==> src/rke_pkg.sv <==
package rke_pkg;

  // ****************************************************************
  // Register offsets (byte addresses)
  // ****************************************************************
  localparam logic [7:0] ADDR_CARRIER    = 8'h00;
  localparam logic [7:0] ADDR_ENC0_RF    = 8'h04;
  localparam logic [7:0] ADDR_ENC1_RF    = 8'h08;
  localparam logic [7:0] ADDR_ENC0_TIME  = 8'h0c;
  localparam logic [7:0] ADDR_ENC1_TIME  = 8'h10;
  localparam logic [7:0] ADDR_ASSIGN     = 8'h14;
  localparam logic [7:0] ADDR_SEED       = 8'h18;
  localparam logic [7:0] ADDR_STATUS     = 8'h1c;

  // ****************************************************************
  // Field layouts
  // ****************************************************************
  localparam int CARRIER_W      = 19;
  localparam int DEV_LSB        = 0;
  localparam int DEV_W          = 16;
  localparam int BAND_BIT       = 16;
  localparam int POWER_BIT      = 17;
  localparam int MANCH_BIT      = 18;
  localparam int BLANK_LSB      = 20;
  localparam int TE_LSB         = 0;
  localparam int TE_W           = 16;
  localparam int MINW_LSB       = 16;
  localparam int MAXW_LSB       = 24;
  localparam int CNT_W          = 8;

  // ****************************************************************
  // Reset values
  // ****************************************************************
  localparam logic [CARRIER_W-1:0] CARRIER_RST = 19'h40000;
  localparam logic [31:0] RF_RST     = 32'h0004_0000;
  localparam logic [31:0] TIME_RST   = 32'h0801_4e20;
  localparam logic [15:0] ASSIGN_RST = 16'h0000;
  localparam logic [15:0] SEED_RST   = 16'h0000;

  // ****************************************************************
  // Blanking modes
  // ****************************************************************
  localparam logic [1:0] BLANK_NONE = 2'h0;
  localparam logic [1:0] BLANK_HALF = 2'h1;

  // ****************************************************************
  // Code word lengths in time elements
  // ****************************************************************
  localparam logic [9:0] LEG_MANCH_TE = 10'd187;
  localparam logic [9:0] LEG_PWM_TE   = 10'd201;
  localparam logic [9:0] ENH_MANCH_TE = 10'd437;
  localparam logic [9:0] ENH_PWM_TE   = 10'd629;
  localparam int MANCH_TE_PER_BIT = 2;
  localparam int PWM_TE_PER_BIT   = 3;

  // ****************************************************************
  // Timing
  // ****************************************************************
  localparam int  CLK_HZ           = 200_000_000;
  localparam real LEG_OVH_MS       = 23.979;
  localparam real ENH_OVH_MS       = 46.527;
  localparam int  LEG_OVH_CYC      = int'($floor(LEG_OVH_MS * 200_000.0));
  localparam int  ENH_OVH_CYC      = int'($floor(ENH_OVH_MS * 200_000.0));
  localparam real LAMP_PERIOD_MS   = 100.0;
  localparam int  LAMP_PERIOD_CYC  = int'($floor(LAMP_PERIOD_MS * 200_000.0));
  localparam int  LAMP_ON_NORM_DIV = 2;
  localparam int  LAMP_ON_LOW_DIV  = 8;
  localparam logic [6:0] LOW_BATT_CODE = 7'd52;

  // ****************************************************************
  // Session states
  // ****************************************************************
  typedef enum logic [2:0] {
    ST_IDLE = 3'b001,
    ST_WORD = 3'b010,
    ST_HOLD = 3'b100
  } rke_state_type;

endpackage

==> src/rke_tx_session_control.sv <==
`timescale 1ns/1ps
`default_nettype none

// Behaviour
// RL1: One shared carrier word for both encoders; deviation kept per encoder.
// RL2: Each encoder has its own band bit; 0 lower band, 1 upper band.
// RL3: Words scale by 2^14 in lower band, 2^13 in upper band.
// RL4: Software keeps carrier word and deviation inside the allowed range.
// RL5: Each encoder selects low or high output power, applied while it sends.
// RL6: Lamp pulses low during transmission, duty differs on low battery.
// RL7: Buttons form 4-bit index, button 0 least significant, selecting config bit.
// RL8: Index zero never starts a transmission; its config bit is ignored.
// RL9: Assignment bit clear picks legacy encoder, set picks enhanced encoder.
// RL10: Seed bit clear sends hopping word, set sends seed word.
// RL11: Config words stored as two bytes, lower byte holds bits 7 to 0.
// RL12: A started code word always runs to its end.
// RL13: After release, words continue until the minimum count is reached.
// RL14: Transmission stops at the per-encoder maximum word count.
// RL15: Manchester bit takes two time elements, pulse-width bit three.
// RL16: Legacy word lasts 187 or 201 elements plus fixed overhead.
// RL17: Enhanced word lasts 437 or 629 elements plus fixed overhead.
// RL18: Blank option radiates only one in two or one in four words.
// RL19: Low battery flag set when measured supply is below threshold; the code sets it when batt_level is above 52.
// RL20: Blanked slot keeps transmitter idle yet counts and times as sent.
module rke_tx_session_control
  import rke_pkg::*;
#(
  parameter int LEG_OVERHEAD_CYC = LEG_OVH_CYC,
  parameter int ENH_OVERHEAD_CYC = ENH_OVH_CYC,
  parameter int LAMP_PERIOD      = LAMP_PERIOD_CYC
) (
  input  wire logic                 pclk,
  input  wire logic                 presetn,
  input  wire logic                 psel,
  input  wire logic                 penable,
  input  wire logic                 pwrite,
  input  wire logic [7:0]           paddr,
  input  wire logic [31:0]          pwdata,
  input  wire logic [3:0]           pstrb,
  output logic      [31:0]          prdata,
  output logic                      pready,
  output logic                      pslverr,
  input  wire logic                 button_in_0,
  input  wire logic                 button_in_1,
  input  wire logic                 button_in_2,
  input  wire logic                 button_in_3,
  input  wire logic [6:0]           batt_level,
  output logic      [CARRIER_W-1:0] carrier_freq_word,
  output logic      [DEV_W-1:0]     deviation_word,
  output logic                      band_upper,
  output logic                      power_high,
  output logic                      tx_active,
  output logic                      tx_radiate,
  output logic                      tx_enhanced,
  output logic                      tx_seed,
  output logic                      word_start,
  output logic                      low_batt,
  output logic                      lamp_n
);

  // ****************************************************************
  // Code word duration in clock cycles
  // ****************************************************************
  function automatic logic [31:0] word_cycles(input logic enh, input logic manch,
                                              input logic [TE_W-1:0] te, input int legov,
                                              input int enhov);
    logic [9:0] elems;
    elems = enh ? (manch ? ENH_MANCH_TE : ENH_PWM_TE)                 // RL17 RL15
                : (manch ? LEG_MANCH_TE : LEG_PWM_TE);                // RL16 RL15
    word_cycles = 32'(elems * te) + (enh ? 32'(enhov) : 32'(legov));
  endfunction

  // ****************************************************************
  // Registers and state
  // ****************************************************************
  logic [CARRIER_W-1:0] carrier;
  logic [31:0]          rf_cfg [2];
  logic [31:0]          time_cfg [2];
  logic [15:0]          assign_word;
  logic [15:0]          seed_word;
  rke_state_type        state;
  logic                 enc;
  logic [CNT_W-1:0]     words_sent;
  logic [31:0]          word_left;
  logic [31:0]          lamp_cnt;

  // ****************************************************************
  // Bus decode
  // ****************************************************************
  wire logic        acc      = psel & penable & pready;
  wire logic        wr       = acc & pwrite;
  wire logic        mapped   = (paddr[1:0] == 2'b00) && (paddr <= ADDR_STATUS);
  wire logic [31:0] wmask    = {{8{pstrb[3]}}, {8{pstrb[2]}}, {8{pstrb[1]}}, {8{pstrb[0]}}};
  wire logic        wr_car   = wr && paddr == ADDR_CARRIER;
  wire logic        wr_rf0   = wr && paddr == ADDR_ENC0_RF;
  wire logic        wr_rf1   = wr && paddr == ADDR_ENC1_RF;
  wire logic        wr_tm0   = wr && paddr == ADDR_ENC0_TIME;
  wire logic        wr_tm1   = wr && paddr == ADDR_ENC1_TIME;
  wire logic        wr_asg   = wr && paddr == ADDR_ASSIGN;
  wire logic        wr_seed  = wr && paddr == ADDR_SEED;

  // ****************************************************************
  // Button index and routing
  // ****************************************************************
  wire logic [3:0]  btn_idx   = {button_in_3, button_in_2, button_in_1, button_in_0}; // RL7
  wire logic        pressed   = btn_idx != 4'h0;                      // RL8
  wire logic        sel_enh   = assign_word[btn_idx];                 // RL7 RL9
  wire logic        sel_seed  = seed_word[btn_idx];                   // RL10
  wire logic        next_enc  = (state == ST_IDLE) ? sel_enh : enc;
  wire logic [31:0] cur_rf    = rf_cfg[next_enc];
  wire logic [31:0] cur_tm    = time_cfg[next_enc];
  wire logic [CNT_W-1:0] min_w = cur_tm[MINW_LSB +: CNT_W];
  wire logic [CNT_W-1:0] max_w = cur_tm[MAXW_LSB +: CNT_W];
  wire logic [TE_W-1:0]  te    = cur_tm[TE_LSB +: TE_W];
  wire logic [1:0]  blank     = cur_rf[BLANK_LSB +: 2];
  wire logic [31:0] next_len  = word_cycles(next_enc, cur_rf[MANCH_BIT], te,
                                            LEG_OVERHEAD_CYC, ENH_OVERHEAD_CYC);

  // ****************************************************************
  // Session sequencing
  // ****************************************************************
  wire logic [CNT_W-1:0] sent_inc = words_sent + 8'h01;
  wire logic        word_end  = (state == ST_WORD) && (word_left <= 32'h1); // RL12
  wire logic        at_max    = sent_inc >= max_w;                    // RL14
  wire logic        need_min  = sent_inc < min_w;                     // RL13
  wire logic        more      = !at_max && (pressed || need_min);
  wire logic        start_new = (state == ST_IDLE) && pressed;        // RL8
  wire logic        begin_w   = start_new || (word_end && more);
  wire logic [CNT_W-1:0] slot = start_new ? 8'h00 : sent_inc;
  wire logic        blanked   = (blank == BLANK_NONE) ? 1'b0 :        // RL18
                                (blank == BLANK_HALF) ? slot[0] : (slot[1:0] != 2'b00);

  always_ff @(posedge pclk or negedge presetn) begin
    if (!presetn) begin
      state <= ST_IDLE;
    end else begin
      case (state)
        ST_IDLE: begin
          if (pressed) begin
            state <= ST_WORD;
          end
        end
        ST_WORD: begin
          if (word_end && !more) begin
            state <= (at_max && pressed) ? ST_HOLD : ST_IDLE;         // RL14
          end
        end
        ST_HOLD: begin
          if (!pressed) begin
            state <= ST_IDLE;
          end
        end
        default: state <= ST_IDLE;
      endcase
    end
  end

  always_ff @(posedge pclk or negedge presetn) begin
    if (!presetn) begin
      enc        <= 1'b0;
      words_sent <= '0;
      word_left  <= '0;
      tx_enhanced <= 1'b0;
      tx_seed    <= 1'b0;
      tx_radiate <= 1'b0;
    end else if (begin_w) begin
      enc        <= next_enc;                                         // RL9
      words_sent <= slot;                                             // RL20
      word_left  <= next_len;                                         // RL20
      tx_enhanced <= next_enc;
      if (start_new) begin
        tx_seed  <= sel_seed;                                         // RL10
      end
      tx_radiate <= !blanked;                                         // RL18 RL20
    end else if (state == ST_WORD) begin
      word_left  <= word_left - 32'h1;
      if (word_end) begin
        tx_radiate <= 1'b0;
      end
    end
  end

  always_ff @(posedge pclk or negedge presetn) begin
    if (!presetn) begin
      tx_active  <= 1'b0;
      word_start <= 1'b0;
    end else begin
      tx_active  <= begin_w || (state == ST_WORD && !word_end);
      word_start <= begin_w;
    end
  end

  // ****************************************************************
  // Synthesizer settings
  // ****************************************************************
  always_ff @(posedge pclk or negedge presetn) begin
    if (!presetn) begin
      carrier_freq_word <= CARRIER_RST;
      deviation_word    <= RF_RST[DEV_LSB +: DEV_W];
      band_upper        <= RF_RST[BAND_BIT];
      power_high        <= RF_RST[POWER_BIT];
    end else begin
      carrier_freq_word <= carrier;                                   // RL1 RL3
      deviation_word    <= cur_rf[DEV_LSB +: DEV_W];                  // RL1 RL3
      band_upper        <= cur_rf[BAND_BIT];                          // RL2
      power_high        <= cur_rf[POWER_BIT];                         // RL5
    end
  end

  // ****************************************************************
  // Battery flag and lamp
  // ****************************************************************
  wire logic [31:0] lamp_on = low_batt ? 32'(LAMP_PERIOD / LAMP_ON_LOW_DIV)
                                       : 32'(LAMP_PERIOD / LAMP_ON_NORM_DIV);

  always_ff @(posedge pclk or negedge presetn) begin
    if (!presetn) begin
      low_batt <= 1'b0;
      lamp_cnt <= '0;
      lamp_n   <= 1'b1;
    end else begin
      low_batt <= batt_level > LOW_BATT_CODE;                         // RL19
      if (!tx_active || lamp_cnt >= 32'(LAMP_PERIOD - 1)) begin
        lamp_cnt <= '0;
      end else begin
        lamp_cnt <= lamp_cnt + 32'h1;
      end
      lamp_n <= !(tx_active && lamp_cnt < lamp_on);                   // RL6
    end
  end

  // ****************************************************************
  // Register file
  // ****************************************************************
  always_ff @(posedge pclk or negedge presetn) begin
    if (!presetn) begin
      carrier     <= CARRIER_RST;
      rf_cfg[0]   <= RF_RST;
      rf_cfg[1]   <= RF_RST;
      time_cfg[0] <= TIME_RST;
      time_cfg[1] <= TIME_RST;
      assign_word <= ASSIGN_RST;
      seed_word   <= SEED_RST;
    end else begin
      if (wr_car) begin
        carrier <= (carrier & ~wmask[CARRIER_W-1:0]) | (pwdata[CARRIER_W-1:0] & wmask[CARRIER_W-1:0]);
      end
      if (wr_rf0) begin
        rf_cfg[0] <= (rf_cfg[0] & ~wmask) | (pwdata & wmask);
      end
      if (wr_rf1) begin
        rf_cfg[1] <= (rf_cfg[1] & ~wmask) | (pwdata & wmask);
      end
      if (wr_tm0) begin
        time_cfg[0] <= (time_cfg[0] & ~wmask) | (pwdata & wmask);
      end
      if (wr_tm1) begin
        time_cfg[1] <= (time_cfg[1] & ~wmask) | (pwdata & wmask);
      end
      if (wr_asg && pstrb[0]) begin
        assign_word[7:0] <= pwdata[7:0];                              // RL11
      end
      if (wr_asg && pstrb[1]) begin
        assign_word[15:8] <= pwdata[15:8];                            // RL11
      end
      if (wr_seed && pstrb[0]) begin
        seed_word[7:0] <= pwdata[7:0];                                // RL11
      end
      if (wr_seed && pstrb[1]) begin
        seed_word[15:8] <= pwdata[15:8];                              // RL11
      end
    end
  end

  // ****************************************************************
  // Read path, one wait state
  // ****************************************************************
  wire logic [31:0] status = {8'h00, words_sent, 8'h00, 1'b0, low_batt, tx_radiate,
                              tx_seed, enc, state};
  logic [31:0] rd_mux;
  always_comb begin
    case (paddr)
      ADDR_CARRIER:   rd_mux = {{(32-CARRIER_W){1'b0}}, carrier};
      ADDR_ENC0_RF:   rd_mux = rf_cfg[0];
      ADDR_ENC1_RF:   rd_mux = rf_cfg[1];
      ADDR_ENC0_TIME: rd_mux = time_cfg[0];
      ADDR_ENC1_TIME: rd_mux = time_cfg[1];
      ADDR_ASSIGN:    rd_mux = {16'h0000, assign_word};
      ADDR_SEED:      rd_mux = {16'h0000, seed_word};
      ADDR_STATUS:    rd_mux = status;
      default:        rd_mux = 32'h0000_0000;
    endcase
  end

  always_ff @(posedge pclk or negedge presetn) begin
    if (!presetn) begin
      pready  <= 1'b0;
      pslverr <= 1'b0;
      prdata  <= '0;
    end else begin
      pready  <= psel && penable && !pready;
      pslverr <= psel && penable && !pready && !mapped;
      if (psel && penable && !pready && !pwrite) begin
        prdata <= rd_mux;
      end
    end
  end

endmodule // rke_tx_session_control

`default_nettype wire

==> config.mk <==
export PLATFORM = sky130hd
export DESIGN_NAME = rke_tx_session_control
export DESIGN_NICKNAME = d
export VERILOG_FILES = /design/src/rke_pkg.sv /design/src/rke_tx_session_control.sv
export SDC_FILE = /design/constraint.sdc
export NUM_CORES = 1
export LEC_CHECK = 0
export ABC_AREA = 0
export ABC_CLOCK_PERIOD_IN_PS = 7300
export BUFFER_PORTS_ARGS = -buffer_cell sky130_fd_sc_hd__buf_4
export CORE_UTILIZATION = 56
export CTS_CLUSTER_DIAMETER = 60
export DETAILED_ROUTE_END_ITERATION = 12
export GPL_TIMING_DRIVEN = 0
export PLACE_DENSITY = 0.87
export SYNTH_ARGS = -nofsm -noshare
export SYNTH_HDL_FRONTEND = slang
export SYNTH_SLANG_ARGS = --single-unit
==> constraint.sdc <==
create_clock -name pclk -period 7.3 [get_ports pclk]
set_input_delay 0.365 -clock pclk [delete_from_list [all_inputs] [get_ports pclk]]
set_output_delay 0.365 -clock pclk [all_outputs]
set_load 0.1 [all_outputs]
==> results.sh <==
export IMPL_status="completed"
export IMPL_htreeDepth=2
export IMPL_worst_skew_pair_late_latency_ps=550
export IMPL_pin_count_of_the_biggest_net_entering_global_routing=127
export IMPL_hold_path_startpoint="batt_level[6]"
export IMPL_grt_use_total_pct=33.1
export IMPL_path_buf_inv=7
export IMPL_critPathLaunchType="flop"
export IMPL_pins_over_their_slew_limit=0
export IMPL_synth_avg_cell_area_um2=10.6
export IMPL_initial_core_util_pct=56.9
export IMPL_final_hold_violation_count=0
export IMPL_crit_type="reg -> reg"
export IMPL_portion_of_netlist_area_occupied_by_mux_cells_pct=11.7
export IMPL_min_period_ps=7200
export IMPL_post_route_cells_drive_above_1_share_pct=23.4
export IMPL_pwr_share_seq_pct=46.0
export IMPL_area_share_of_the_leading_cell_type_in_the_synthesized_netlist_pct=37.5
export IMPL_post_synth_fa_ha_maj_area_fraction_pct=17.2
export IMPL_crit_path_max_fanout=12
export IMPL_drt_iter0_drcs=1857
export IMPL_cts_sink_count=332
export IMPL_yosysWarnings=0
export IMPL_wl_um=63200
export IMPL_clk_root_buffer_cell="sky130_fd_sc_hd__clkbuf_16"
export IMPL_die_area_mm2=0.0380
export IMPL_die_h_um=195
export IMPL_power_switching_fraction_pct=22.4
export IMPL_max_clock_path_buffers=3
export IMPL_slowest_delay_ps=600
export IMPL_dominant_delay_contributor_by_cell_family_on_the_critical_path="adder cells"
export IMPL_globalplace_congestion=1.00
export IMPL_synthMostInstantiatedCell="sky130_fd_sc_hd__dfrtp_1"
export IMPL_share_of_async_settable_or_async_resettable_flops_after_synthesis_pct=100
export IMPL_finalClockSkew_ps=20.8
export IMPL_worst_pin_slew_ps=1300
export IMPL_timing_rr_start="assign_word[15]"
export IMPL_antenna_found_initial=1
export IMPL_area_growth_synth_to_final_pct=16.7
export IMPL_synthXorXnorAreaFrac_pct=2.19
export IMPL_grt_ovfl_total=0
export IMPL_finalSetupViolations=0
export IMPL_numPortBuffers=134
export IMPL_grt_pass1_vias=17376
export IMPL_clock_power_share_pct=50.6
export IMPL_grt_pass1_wl_um=96800
export IMPL_ioPinCount=138
export IMPL_instances_no_fill=2657
export IMPL_vias_per_cell=6.45
export IMPL_cts_tree="built"
export IMPL_largest_family_of_logic_cells_by_synthesized_area="adder cells"
export IMPL_synthSimpleGateAreaFrac_pct=11.7
export IMPL_final_nets=2439
export IMPL_synth_register_bits=332
export IMPL_cts_reportedPaths_clkPinSlew_ps=60
export IMPL_synth_top_cell_by_area="sky130_fd_sc_hd__dfrtp_1"
export IMPL_vias=17136
export IMPL_holdCritPathClass="in -> reg"
export IMPL_slowest_stage_cell_on_the_critical_path="sky130_fd_sc_hd__fa_1"
export IMPL_most_used_flip_flop_cell_after_synthesis="sky130_fd_sc_hd__dfrtp_1"
export IMPL_vdd_ir_drop_max_uv=189
export IMPL_numPlacedInstances=2571
export IMPL_netlist_area_mm2=0.0208
export IMPL_core_rowCount=70
export IMPL_cp_arrival_ps=7630
export IMPL_synth_commonest_cells="sky130_fd_sc_hd__dfrtp_1, sky130_fd_sc_hd__nand2_1, sky130_fd_sc_hd__inv_1"
export IMPL_core_area_mm2=0.0366
export IMPL_internal_power_mw=3.12
export IMPL_largest_cells_by_area_after_synthesis="sky130_fd_sc_hd__dfrtp_1, sky130_fd_sc_hd__fa_1, sky130_fd_sc_hd__mux2_2"
export IMPL_worst_setup_path_startpoint="assign_word[15]"
export IMPL_maxCapViolations=0
export IMPL_fmax_mhz=139
export IMPL_route_detailed_drc=0
export IMPL_wire_per_inst_um=23.8
export IMPL_slew_headroom_pct=12.7
export IMPL_synth_yosys_seq_area_share_pct=40.0
export IMPL_synth_compound_gate_area_share_pct=12.0
export IMPL_critical_path_top_cell_by_count="sky130_fd_sc_hd__fa_1"
export IMPL_worst_endpoint_required_ps=7730
export IMPL_cts_inserted_buffers=38
export IMPL_layout_worst_path_cycle_share_pct=98.6
export IMPL_synth_enable_flop_cells=0
export IMPL_worstSetupEndpointType="flop"
export IMPL_dp_hpwl_um=46300
export IMPL_post_route_ant_nets=0
export IMPL_power_frac_comb_pct=3.4
export IMPL_synth_cell_types=78
export IMPL_die_x_um=195
export IMPL_fin_hold_ws_ps=19.5
export IMPL_pwr_density_cell_mw_per_mm2=165
export IMPL_switchingPower_mw=0.900
export IMPL_lkg_pwr_nw=12.3
export IMPL_synth_cells=1961
export IMPL_drtPass1Iterations=7
[power groups by stage]
stage	logic (mW)	registers [mW]	clock network, mW
2_1_floorplan	0.0305	1.89	0
3_3_place_gp	0.124	1.88	0
3_5_place_dp	0.133	1.88	0
4_1_cts	0.135	1.85	2.04
5_1_grt	0.149	1.85	2.11
6_report	0.136	1.85	2.03
[per-layer routing]
metal	vias up	wire [um]	GRT usage, %
li1	7276	-	-
met5	-	0	0
met1	8551	23900	43.2
met3	237	6750	8.10
met2	1072	29400	52.4
met4	0	3080	15.3
[per-stage QoR]
step | TNS (ps) | setup WS [ps] | util (%) | area, um^2 | total power [mW]
3_3_place_gp | -16250 | -1460 | 61.3 | 22400 | 2.01
4_1_cts | 0 | 5.82 | 65.5 | 24000 | 4.03
2_1_floorplan | 0 | 16.6 | - | 20900 | 1.92
5_1_grt | -50.5 | -40.4 | 66.4 | 24300 | 4.11
3_5_place_dp | -17420 | -1520 | 61.5 | 22500 | 2.02
6_report | 0 | 100 | 66.4 | 24300 | 4.02
[cell families (layout without fill, tap and decap cells)]
family | count (synthesis) | count (layout)
simple gates | 523 | 523
compound gates | 351 | 351
flops | 332 | 332
buf+inv | 272 | 493
fa+ha+maj | 218 | 218
mux | 211 | 211
xor+xnor | 52 | 52
other cells | 2 | 9
[final timing paths]
check,cells after the start,end,slack (ps)
worst max-delay path,26,word_left[24],100
min in group asynchronous,2,prdata[15],380
worst min-delay path,2,low_batt,20
max in group asynchronous,3,word_left[8],5810
worst max register to register,26,word_left[24],100
worst min register to register,0,carrier_freq_word[18],390
[cell usage in the layout, fill, tap and decap left out, types with 8 or more instances in the layout]
| cell | n |
|---|---|
| sky130_fd_sc_hd__dfrtp_1 | 312 |
| sky130_fd_sc_hd__nand2_1 | 231 |
| sky130_fd_sc_hd__inv_1 | 182 |
| sky130_fd_sc_hd__mux2_2 | 180 |
| sky130_fd_sc_hd__buf_4 | 154 |
| sky130_fd_sc_hd__fa_1 | 115 |
| sky130_fd_sc_hd__ha_1 | 101 |
| sky130_fd_sc_hd__nor2_1 | 83 |
| sky130_fd_sc_hd__clkbuf_1 | 59 |
| sky130_fd_sc_hd__a21oi_1 | 58 |
| sky130_fd_sc_hd__a22oi_1 | 50 |
| sky130_fd_sc_hd__clkbuf_16 | 39 |
| sky130_fd_sc_hd__o21ai_0 | 36 |
| sky130_fd_sc_hd__a21o_1 | 33 |
| sky130_fd_sc_hd__xnor2_1 | 30 |
| sky130_fd_sc_hd__nand3_1 | 29 |
| sky130_fd_sc_hd__and3_1 | 26 |
| sky130_fd_sc_hd__nor3_1 | 24 |
| sky130_fd_sc_hd__mux2i_1 | 22 |
| sky130_fd_sc_hd__a31oi_1 | 22 |
| sky130_fd_sc_hd__xor2_1 | 21 |
| sky130_fd_sc_hd__dfstp_2 | 20 |
| sky130_fd_sc_hd__nor4_1 | 17 |
| sky130_fd_sc_hd__a221oi_1 | 15 |
| sky130_fd_sc_hd__or3_1 | 15 |
| sky130_fd_sc_hd__and2_1 | 14 |
| sky130_fd_sc_hd__a222oi_1 | 14 |
| sky130_fd_sc_hd__a221o_1 | 14 |
| sky130_fd_sc_hd__o211ai_1 | 13 |
| sky130_fd_sc_hd__nand2b_1 | 13 |
| sky130_fd_sc_hd__a22o_1 | 13 |
| sky130_fd_sc_hd__nand4_1 | 11 |
| sky130_fd_sc_hd__o21ai_1 | 10 |
| sky130_fd_sc_hd__o31ai_1 | 9 |
| sky130_fd_sc_hd__buf_2 | 8 |
| sky130_fd_sc_hd__or2_2 | 8 |
| sky130_fd_sc_hd__conb_1 | 8 |
[worst reg2reg max path, stage by stage (launching register included)]
cell	delay, ps
sky130_fd_sc_hd__dfrtp_1	390
sky130_fd_sc_hd__mux2i_1	110
sky130_fd_sc_hd__mux4_2	510
sky130_fd_sc_hd__mux2_4	280
sky130_fd_sc_hd__a21o_4	260
sky130_fd_sc_hd__clkinv_8	100
sky130_fd_sc_hd__buf_12	140
sky130_fd_sc_hd__buf_4	130
sky130_fd_sc_hd__clkbuf_2	420
sky130_fd_sc_hd__nand3_1	150
sky130_fd_sc_hd__ha_1	310
sky130_fd_sc_hd__inv_1	50
sky130_fd_sc_hd__fa_1	500
sky130_fd_sc_hd__fa_1	540
sky130_fd_sc_hd__fa_1	560
sky130_fd_sc_hd__inv_1	60
sky130_fd_sc_hd__fa_1	600
sky130_fd_sc_hd__inv_1	100
sky130_fd_sc_hd__ha_4	270
sky130_fd_sc_hd__a21oi_1	160
sky130_fd_sc_hd__o21ai_1	120
sky130_fd_sc_hd__a31oi_4	200
sky130_fd_sc_hd__o211ai_1	170
sky130_fd_sc_hd__a221o_1	390
sky130_fd_sc_hd__xnor2_1	210
sky130_fd_sc_hd__a21oi_1	70
sky130_fd_sc_hd__a221o_1	300
[layout make-up]
type / instances / area [um^2]
plain buffers: 79 / 397
fillers: 2634 / 12300
clock buffers: 49 / 1080
diodes: 1 / 2.50
inverters: 190 / 728
well taps: 468 / 586
flip-flops and latches: 332 / 8330
repair buffers: 157 / 1240
multi-input cells: 1363 / 11700
clock inverters: 18 / 249
[repair_timing]
item / 4_1_cts / 5_1_grt
endpoints found under the hold margin: 67 / 0
setup endpoints to repair: 19 / 10
buffers inserted: 3 / 17
hold buffers: 1 / 0
gates cloned: 0 / 0
pin swaps: 3 / 14
resized for setup: 32 / 60
Power figures use the tool's default switching activity.
